--- src/design/pcsb_regs.vh ---
`ifndef PCSB_REGS_VH
`define PCSB_REGS_VH

// Register byte offsets.
`define PCSB_OFF_MSI_CTRL   12'h000
`define PCSB_OFF_PM_CTRL    12'h004
`define PCSB_OFF_DEV_CTRL2  12'h008
`define PCSB_OFF_FLR_CTRL   12'h00C
`define PCSB_OFF_MSI_ADDR   12'h010
`define PCSB_OFF_MSI_DATA   12'h014
`define PCSB_OFF_ID_MAKER   12'h018
`define PCSB_OFF_ID_CLASS   12'h01C
`define PCSB_OFF_ID_SUBSYS  12'h020
`define PCSB_OFF_STATUS     12'h024

// Field positions.
`define PCSB_MSI_EN_BIT     0
`define PCSB_MSI_CNT_LSB    1
`define PCSB_MSI_CNT_MSB    3
`define PCSB_PM_STATE_LSB   0
`define PCSB_PM_STATE_MSB   1
`define PCSB_PME_EN_BIT     8
`define PCSB_PME_STAT_BIT   15
`define PCSB_DC2_MSB        4
`define PCSB_FLR_REQ_BIT    0
`define PCSB_FLR_RDY_BIT    1
`define PCSB_ST_LATCHED_BIT 0
`define PCSB_ST_INTX_BIT    1
`define PCSB_ST_MSI_PEND_LSB 8

// Reset values.
`define PCSB_RST_MSI_CNT    3'h0
`define PCSB_RST_PM_STATE   2'h0
`define PCSB_RST_DC2        5'h00
`define PCSB_RST_MSI_ADDR   32'h00000000
`define PCSB_RST_MSI_DATA   16'h0000

// Power state encodings.
`define PCSB_PS_D0          2'h0
`define PCSB_PS_D1          2'h1
`define PCSB_PS_D2          2'h2
`define PCSB_PS_D3          2'h3

`endif

--- src/design/pcsb_sideband.v ---
// Notes on behaviour
// RL1: Drive MSI-enabled output when software enables MSI.
// RL2: Ignore legacy interrupt input while MSI enabled.
// RL3: Output granted MSI vector count field.
// RL4: User logic raises wake input on PM events.
// RL5: Output PME enable bit, active high.
// RL6: Output two-bit device power state D0-D3.
// RL7: Identity inputs used only with load option.
// RL8: Strobe low: answer config requests with retry.
// RL9: Strobe high: answer config requests successfully.
// RL10: Strobe rising edge captures all six identities.
// RL11: Sixteen-bit maker code becomes vendor identifier.
// RL12: Sixteen-bit part code becomes device identifier.
// RL13: Eight-bit revision code becomes revision identifier.
// RL14: Twenty-four-bit category becomes class code.
// RL15: Sixteen-bit subsystem maker becomes subsystem vendor.
// RL16: Sixteen-bit subsystem part becomes subsystem device.
// RL17: Output requests user function-level reset.
// RL18: User logic raises ready for function-level reset.
// RL19: Output low five Device Control 2 bits.
// RL20: Rising request bit sends one MSI write.
// RL21: Hold reset request until ready, then reset.
`timescale 1ns/10ps
`default_nettype none
`include "pcsb_regs.vh"

module pcsb_sideband #(
  parameter       LOAD_IDS_FROM_PORTS = 1,
  parameter       MSI_VECTORS         = 8,
  // Default identity values below are arbitrary.
  parameter [15:0] DEF_MAKER          = 16'h1234,
  parameter [15:0] DEF_PART           = 16'h5678,
  parameter [7:0]  DEF_REVISION       = 8'h01,
  parameter [23:0] DEF_CATEGORY       = 24'h0B4000,
  parameter [15:0] DEF_SUB_MAKER      = 16'h1234,
  parameter [15:0] DEF_SUB_PART       = 16'h0001
) (
  // Clock and reset.
  input  wire                   sys_clk,
  input  wire                   rst_n,
  // APB slave.
  input  wire                   psel,
  input  wire                   penable,
  input  wire                   pwrite,
  input  wire [11:0]            paddr,
  input  wire [31:0]            pwdata,
  output reg                    pready,
  output reg  [31:0]            prdata,
  output reg                    pslverr,
  // Interrupt sideband.
  input  wire                   inta_n_in,
  input  wire [MSI_VECTORS-1:0] msi_req_in,
  output reg                    msi_enable_out,
  output reg  [2:0]             msi_count_out,
  output reg                    intx_msg_valid_out,
  output reg                    intx_msg_assert_out,
  output reg                    msi_wr_valid_out,
  output reg  [31:0]            msi_wr_addr_out,
  output reg  [31:0]            msi_wr_data_out,
  input  wire                   msi_wr_ready_in,
  // Power management.
  input  wire                   pme_event_in,
  output reg                    pme_enable_out,
  output reg  [1:0]             device_power_state_out,
  // Function-level reset and Device Control 2.
  input  wire                   flr_ready_in,
  output reg                    flr_start_out,
  output reg  [4:0]             dev_ctrl2_out,
  // Identity loading.
  input  wire                   identity_latch_strobe,
  input  wire [15:0]            maker_code_in,
  input  wire [15:0]            part_code_in,
  input  wire [7:0]             revision_code_in,
  input  wire [23:0]            category_code_in,
  input  wire [15:0]            subsystem_maker_in,
  input  wire [15:0]            subsystem_part_in,
  // Configuration request answer.
  input  wire                   cfg_req_in,
  output reg                    cfg_cpl_valid_out,
  output reg                    cfg_cpl_retry_out
);

  reg                   msi_en_q;
  reg  [2:0]            msi_cnt_q;
  reg  [1:0]            pm_state_q;
  reg                   pme_en_q;
  reg                   pme_stat_q;
  reg  [4:0]            dc2_q;
  reg                   flr_req_q;
  reg  [31:0]           msi_addr_q;
  reg  [15:0]           msi_data_q;
  reg  [15:0]           id_maker_q;
  reg  [15:0]           id_part_q;
  reg  [7:0]            id_rev_q;
  reg  [23:0]           id_cat_q;
  reg  [15:0]           id_sub_maker_q;
  reg  [15:0]           id_sub_part_q;
  reg                   strobe_prev_q;
  reg                   inta_n_prev_q;
  reg  [MSI_VECTORS-1:0] msi_prev_q;
  reg  [MSI_VECTORS-1:0] msi_pend_q;
  reg  [MSI_VECTORS-1:0] msi_pend_d;
  reg  [7:0]            msi_sel;
  reg                   msi_hit;
  // Index of the vector whose write is in flight.
  reg  [7:0]            msi_cur_q;
  reg  [31:0]           rdata_d;
  reg                   rerr_d;
  integer               i;

  wire strobe_eff = (LOAD_IDS_FROM_PORTS != 0) ? identity_latch_strobe : 1'b1; // RL7
  wire strobe_rise = strobe_eff & ~strobe_prev_q;
  wire acc_wr = psel & penable & pready & pwrite;
  wire flr_done = flr_req_q & flr_ready_in;
  wire pme_clr = acc_wr & (paddr == `PCSB_OFF_PM_CTRL) & pwdata[`PCSB_PME_STAT_BIT];
  wire [MSI_VECTORS-1:0] msi_rise = msi_req_in & ~msi_prev_q;

  // Read data and error decode for the setup cycle.
  always @* begin
    rdata_d = 32'h00000000;
    rerr_d  = 1'b0;
    if (paddr == `PCSB_OFF_MSI_CTRL) begin
      rdata_d[`PCSB_MSI_EN_BIT] = msi_en_q;
      rdata_d[`PCSB_MSI_CNT_MSB:`PCSB_MSI_CNT_LSB] = msi_cnt_q;
    end else if (paddr == `PCSB_OFF_PM_CTRL) begin
      rdata_d[`PCSB_PM_STATE_MSB:`PCSB_PM_STATE_LSB] = pm_state_q;
      rdata_d[`PCSB_PME_EN_BIT] = pme_en_q;
      rdata_d[`PCSB_PME_STAT_BIT] = pme_stat_q;
    end else if (paddr == `PCSB_OFF_DEV_CTRL2) begin
      rdata_d[`PCSB_DC2_MSB:0] = dc2_q;
    end else if (paddr == `PCSB_OFF_FLR_CTRL) begin
      rdata_d[`PCSB_FLR_REQ_BIT] = flr_req_q;
      rdata_d[`PCSB_FLR_RDY_BIT] = flr_ready_in;
    end else if (paddr == `PCSB_OFF_MSI_ADDR) begin
      rdata_d = msi_addr_q;
    end else if (paddr == `PCSB_OFF_MSI_DATA) begin
      rdata_d[15:0] = msi_data_q;
    end else if (paddr == `PCSB_OFF_ID_MAKER) begin
      rdata_d = {id_part_q, id_maker_q};
    end else if (paddr == `PCSB_OFF_ID_CLASS) begin
      rdata_d = {id_cat_q, id_rev_q};
    end else if (paddr == `PCSB_OFF_ID_SUBSYS) begin
      rdata_d = {id_sub_part_q, id_sub_maker_q};
    end else if (paddr == `PCSB_OFF_STATUS) begin
      rdata_d[`PCSB_ST_LATCHED_BIT] = strobe_eff;
      rdata_d[`PCSB_ST_INTX_BIT] = intx_msg_assert_out;
      rdata_d[`PCSB_ST_MSI_PEND_LSB+MSI_VECTORS-1:`PCSB_ST_MSI_PEND_LSB] = msi_pend_q;
    end else begin
      rerr_d = 1'b1;
    end
  end

  // Lowest pending vector is sent first.
  always @* begin
    msi_sel = 8'h00;
    msi_hit = 1'b0;
    for (i = MSI_VECTORS - 1; i >= 0; i = i - 1) begin
      if (msi_pend_q[i]) begin
        msi_sel = i[7:0];
        msi_hit = 1'b1;
      end
    end
  end

  // Pending MSI vectors: a new edge wins over the clearing of its bit.
  always @* begin
    msi_pend_d = msi_pend_q;
    if (msi_wr_valid_out & msi_wr_ready_in) begin
      msi_pend_d[msi_cur_q[2:0]] = 1'b0; // RL20
    end
    if (msi_en_q) begin
      msi_pend_d = msi_pend_d | msi_rise; // RL20
    end
    if (~msi_en_q | flr_done) begin
      msi_pend_d = {MSI_VECTORS{1'b0}};
    end
  end

  // APB handshake: one wait-free access phase.
  always @(posedge sys_clk) begin
    if (!rst_n) begin
      pready  <= 1'b0;
      prdata  <= 32'h00000000;
      pslverr <= 1'b0;
    end else begin
      pready  <= psel & ~penable;
      if (psel & ~penable) begin
        prdata  <= pwrite ? 32'h00000000 : rdata_d;
        pslverr <= rerr_d;
      end else begin
        pslverr <= 1'b0;
      end
    end
  end

  // Configuration state written by software.
  always @(posedge sys_clk) begin
    if (!rst_n || flr_done) begin
      msi_en_q   <= 1'b0;
      msi_cnt_q  <= `PCSB_RST_MSI_CNT;
      pm_state_q <= `PCSB_RST_PM_STATE;
      pme_en_q   <= 1'b0;
      dc2_q      <= `PCSB_RST_DC2;
      msi_addr_q <= `PCSB_RST_MSI_ADDR;
      msi_data_q <= `PCSB_RST_MSI_DATA;
    end else if (acc_wr) begin
      if (paddr == `PCSB_OFF_MSI_CTRL) begin
        msi_en_q  <= pwdata[`PCSB_MSI_EN_BIT];
        msi_cnt_q <= pwdata[`PCSB_MSI_CNT_MSB:`PCSB_MSI_CNT_LSB];
      end else if (paddr == `PCSB_OFF_PM_CTRL) begin
        pm_state_q <= pwdata[`PCSB_PM_STATE_MSB:`PCSB_PM_STATE_LSB];
        pme_en_q   <= pwdata[`PCSB_PME_EN_BIT];
      end else if (paddr == `PCSB_OFF_DEV_CTRL2) begin
        dc2_q <= pwdata[`PCSB_DC2_MSB:0];
      end else if (paddr == `PCSB_OFF_MSI_ADDR) begin
        msi_addr_q <= pwdata;
      end else if (paddr == `PCSB_OFF_MSI_DATA) begin
        msi_data_q <= pwdata[15:0];
      end
    end
  end

  // PME status is set by the wake input and cleared by writing one.
  always @(posedge sys_clk) begin
    if (!rst_n) begin
      pme_stat_q <= 1'b0;
    end else if (pme_event_in) begin
      pme_stat_q <= 1'b1; // RL4
    end else if (pme_clr) begin
      pme_stat_q <= 1'b0;
    end
  end

  // Function-level reset request held until user logic is ready.
  always @(posedge sys_clk) begin
    if (!rst_n) begin
      flr_req_q <= 1'b0;
    end else if (flr_done) begin
      flr_req_q <= 1'b0; // RL21
    end else if (acc_wr && (paddr == `PCSB_OFF_FLR_CTRL) && pwdata[`PCSB_FLR_REQ_BIT]) begin
      flr_req_q <= 1'b1; // RL17
    end
  end

  // Identity registers loaded on the strobe's rising edge.
  always @(posedge sys_clk) begin
    if (!rst_n) begin
      strobe_prev_q  <= 1'b0;
      id_maker_q     <= DEF_MAKER;
      id_part_q      <= DEF_PART;
      id_rev_q       <= DEF_REVISION;
      id_cat_q       <= DEF_CATEGORY;
      id_sub_maker_q <= DEF_SUB_MAKER;
      id_sub_part_q  <= DEF_SUB_PART;
    end else begin
      strobe_prev_q <= strobe_eff;
      if (strobe_rise && (LOAD_IDS_FROM_PORTS != 0)) begin // RL10
        id_maker_q     <= maker_code_in; // RL11
        id_part_q      <= part_code_in; // RL12
        id_rev_q       <= revision_code_in; // RL13
        id_cat_q       <= category_code_in; // RL14
        id_sub_maker_q <= subsystem_maker_in; // RL15
        id_sub_part_q  <= subsystem_part_in; // RL16
      end
    end
  end

  // Configuration completions, retried while the strobe is low.
  always @(posedge sys_clk) begin
    if (!rst_n) begin
      cfg_cpl_valid_out <= 1'b0;
      cfg_cpl_retry_out <= 1'b0;
    end else begin
      cfg_cpl_valid_out <= cfg_req_in;
      if (cfg_req_in) begin
        cfg_cpl_retry_out <= ~strobe_eff; // RL8 RL9
      end
    end
  end

  // Legacy interrupt messages follow the input edges.
  always @(posedge sys_clk) begin
    if (!rst_n) begin
      inta_n_prev_q       <= 1'b1;
      intx_msg_valid_out  <= 1'b0;
      intx_msg_assert_out <= 1'b0;
    end else begin
      inta_n_prev_q      <= inta_n_in;
      intx_msg_valid_out <= 1'b0;
      if (!msi_en_q && (inta_n_in != inta_n_prev_q)) begin // RL2
        intx_msg_valid_out  <= 1'b1;
        intx_msg_assert_out <= ~inta_n_in;
      end
    end
  end

  // MSI memory-write request, held until accepted or until MSI is disabled.
  // A lower vector arriving mid-flight must not clear the wrong bit.
  always @(posedge sys_clk) begin
    if (!rst_n) begin
      msi_cur_q        <= 8'h00;
      msi_prev_q       <= {MSI_VECTORS{1'b0}};
      msi_pend_q       <= {MSI_VECTORS{1'b0}};
      msi_wr_valid_out <= 1'b0;
      msi_wr_addr_out  <= 32'h00000000;
      msi_wr_data_out  <= 32'h00000000;
    end else begin
      msi_prev_q <= msi_req_in;
      msi_pend_q <= msi_pend_d;
      if (msi_wr_valid_out) begin
        if (msi_wr_ready_in || !msi_en_q) begin
          msi_wr_valid_out <= 1'b0;
        end
      end else if (msi_hit && msi_en_q && !flr_done) begin
        msi_wr_valid_out <= 1'b1; // RL20
        msi_cur_q        <= msi_sel;
        msi_wr_addr_out  <= msi_addr_q;
        msi_wr_data_out  <= {16'h0000, msi_data_q[15:8], msi_data_q[7:0] | msi_sel};
      end
    end
  end

  // Sideband outputs mirror the configuration state.
  always @(posedge sys_clk) begin
    if (!rst_n) begin
      msi_enable_out         <= 1'b0;
      msi_count_out          <= `PCSB_RST_MSI_CNT;
      pme_enable_out         <= 1'b0;
      device_power_state_out <= `PCSB_PS_D0;
      flr_start_out          <= 1'b0;
      dev_ctrl2_out          <= `PCSB_RST_DC2;
    end else begin
      msi_enable_out         <= msi_en_q; // RL1
      msi_count_out          <= msi_cnt_q; // RL3
      pme_enable_out         <= pme_en_q; // RL5
      device_power_state_out <= pm_state_q; // RL6
      flr_start_out          <= flr_req_q & ~flr_done; // RL17
      dev_ctrl2_out          <= dc2_q; // RL19
    end
  end

endmodule
`default_nettype wire

--- config.mk ---
export PLATFORM = sky130hd
export DESIGN_NAME = pcsb_sideband
export DESIGN_NICKNAME = d
export VERILOG_FILES = /design/src/design/pcsb_sideband.v
export VERILOG_INCLUDE_DIRS = /design/src /design/src/design
export SDC_FILE = /design/constraint.sdc
export NUM_CORES = 1
export LEC_CHECK = 0
export BUFFER_PORTS_ARGS = -buffer_cell sky130_fd_sc_hd__buf_2
export CORE_MARGIN = 3
export CORE_UTILIZATION = 50
export DETAILED_ROUTE_END_ITERATION = 16
export PLACE_DENSITY = 0.72
export SYNTH_ARGS = -nofsm -noshare
export SYNTH_HDL_FRONTEND = slang
export SYNTH_SLANG_ARGS = --single-unit
--- constraint.sdc ---
create_clock -name sys_clk -period 5 [get_ports sys_clk]
set_input_delay 0.5 -clock sys_clk [delete_from_list [all_inputs] [get_ports sys_clk]]
set_output_delay 0.5 -clock sys_clk [all_outputs]
set_load 0.03 [all_outputs]
==> results.cfg <==
[clocking]
ctsResizeCount = 0
root_buffer = clkbuf_16
cts_tree = done
clock_sinks = 279
cts_buffers = 28
clk-insertion-delay-late_ns = 0.54
postCtsHoldBufs = 0
cts.path.max_buffers = 3
cts_max_level = 1
postCtsSetupRepairBufs = 0
clk_pin_slew_worst_paths_ns = 0.06

[global_route]
grt-ovfl-total = 0
groute.usage.overall_pct = 27.9
grt_pass1_vias = 9877
grt_pass1_wl_um = 55300
grt_max_degree = 98
antenna_found_initial = 0

[power_and_ir_drop]
ir_worst_vdd_mv = 0.231
p_per_area_mw_per_mm2 = 343
leakage_nw = 5.48

[timing]
rsz0062_at_grt = false
post-route-min-period_ns = 2.96
setup_viol = 0
fin_skew_ns = 0.0129
tns_ns = 0
period_share_pct = 59.2
max_freq_ghz = 0.338
finalHoldViolCount = 0
maxSlewViolCount = 0
relSlewSlack_pct = 20.9
tightest_slew_ns = 1.19

[yosys]
synth_top_area_cell = dfxtp_1
synth_edf_count = 0
postSynthAreaPerCell_um2 = 8.06
syn_area_mm2 = 0.0115
synth_seq_cells = 279
async_reset_ff_share_pct = 0
dominantRegCellSynth = dfxtp_1
synth_cell_type_count = 72
synthTopCellsByCount = nand2_1, dfxtp_1, a21oi_1
synth_seq_area_share_pct = 48.5
synth_top_cell_area_share_pct = 48.5
yosysMostFrequentCell = nand2_1
synth_area_leaders = dfxtp_1, nand2_1, a21oi_1
postSynthCellCount = 1429
yosys_warnings = 0

[setup_path]
rr_worst_depth = 4
reg2reg_slack_ns = 2.76
cp-end-kind = flop
path_max_fanout = 42
rr_endpoint = msi_data_q[7]
critPathRequiredTime_ns = 5.48
crit_path_start_kind = primary input
worst_ep_arrival_time_ns = 3.44
path_class = primary input to flop
r2r-start = pready

[routing]
drtIter0Drc = 812
drt_first_pass_iters = 9
wl_um = 36400
antenna_left = 0
wl_per_cell_um = 18.9
vias = 11000
drc = 0
viasPerCell = 5.69

[floorplan]
start_util_pct = 51.8
num_rows = 54
dieArea_mm2 = 0.0249
io_pins = 275
core_mm2 = 0.0222
die_y_um = 158
die_w_um = 158

[final_layout]
multi_input_area_mm2 = 0.00542
fin_nets = 1784
syn2layout_area_growth_pct = 18.7
fillers = 2052
final_util_pct = 61.5
antenna_cells = 0
drive_gt1_share_pct = 20.8
seqCellArea_mm2 = 0.00559

[worst_hold_path]
hold_path_class = primary input to flop
whs_path_depth = 2
hold_start = cfg_req_in
min_to = cfg_cpl_retry_out

[placement]
gp_congestion = 0.994
dpl.hpwl_um = 26200
port_buffers = 258

[run]
drv_cap = 0

[outcome]
status = finished clean
-- routing by layer --
metal / vias to the layer above / share of wire [%] / GRT usage [%] / wire length, um
li1: 5263 / - / - / -
met2: 519 / 43 / 40.9 / 15700
met1: 5119 / 46 / 43.3 / 16700
met3: 53 / 8.7 / 3.94 / 3180
met4: 0 / 2.2 / 6.28 / 786
met5: - / 0 / 0 / 0
-- worst max-delay path: stages --
cell and delay [ns]:
buf_2 0.38, nor4b_1 0.68, nand4_1 0.99, a31oi_1 0.67
o211a_1 0.19
-- final cells by class --
class,count,area share (%)
Sequential cell,279,40.9
Tap cell,280,2.56
Multi-Input combinational cell,1037,39.7
Inverter,11,0.320
Timing Repair Buffer,268,10.0
Clock buffer,40,5.91
Clock inverter,11,0.668
-- logic make-up after synthesis --
kind of cell / Yosys count / synth area share (%)
AND/OR/NAND/NOR: 633 / 25.5
buffers and inverters: 128 / 5.13
XOR/XNOR: 1 / 0.0761
multiplexers: 19 / 1.69
flip-flops: 279 / 48.5
AO/OA/AOI/OAI: 368 / 19.1
other: 1 / 0.0326
-- how the worst max path moves through the flow --
stage / depth (start not counted) / from / end / slack [ns]
floorplan: 7 / paddr[7] / msi_data_q[10] / 2.87
global placement: 6 / paddr[2] / prdata[4] / 1.48
detailed placement: 5 / paddr[2] / prdata[12] / 1.54
CTS: 5 / paddr[2] / prdata[12] / 2.09
global route: 6 / paddr[2] / prdata[4] / 1.81
finish: 5 / paddr[2] / prdata[12] / 2.04
-- registers in the layout (all words and copies together) (netlist names), 5 cells and up --
name / cells
dc2_q: 5
dev_ctrl2_out: 5
id_cat_q: 24
id_maker_q: 16
id_part_q: 16
id_rev_q: 8
id_sub_maker_q: 16
id_sub_part_q: 16
msi_addr_q: 32
msi_data_q: 16
msi_pend_q: 8
msi_prev_q: 8
msi_wr_addr_out: 32
msi_wr_data_out: 16
prdata: 32
-- per-stage QoR --
stage          instance area (um^2)  hold slack [ns]  std cells  power, W  worst slack (ns)
2_1_floorplan                 11600            0.431       1444   0.00256              2.87
3_3_place_gp                  12800            0.434       1875   0.00268              1.48
3_5_place_dp                  12800            0.442       1875   0.00268              1.54
4_1_cts                       13700            0.152       1926   0.00470              2.09
5_1_grt                       13700            0.174       1926   0.00483              1.81
6_report                      13700            0.172       1926   0.00468              2.04
-- where the power goes --
| part | leakage [nW] | switching (W) | total [W] | internal, W |
|---|---|---|---|---|
| registers | 2.27 | 0.0000322 | 0.00231 | 0.00228 |
| clock network | 0.448 | 0.000867 | 0.00204 | 0.00117 |
| logic | 2.77 | 0.000218 | 0.000330 | 0.000112 |
| total | 5.48 | 0.00112 | 0.00468 | 0.00356 |
-- layout by cell type, fill, tap and decap left out, drive strengths merged, types with 6 or more instances in the layout --
cell type  count
mux2i         15
dfxtp        279
a31oi          7
clkbuf        40
nor4          11
nand2b        34
a221o          6
nand4          6
and2          24
a22oi         31
o21ai         57
or4            6
nand2        418
buf          268
nor2b          8
clkinv        10
nor3          16
nand3         47
a211oi         6
nor2          42
a21oi        196
conb          16
o31ai          7
inv           11
(Power assumes the default switching activity.)
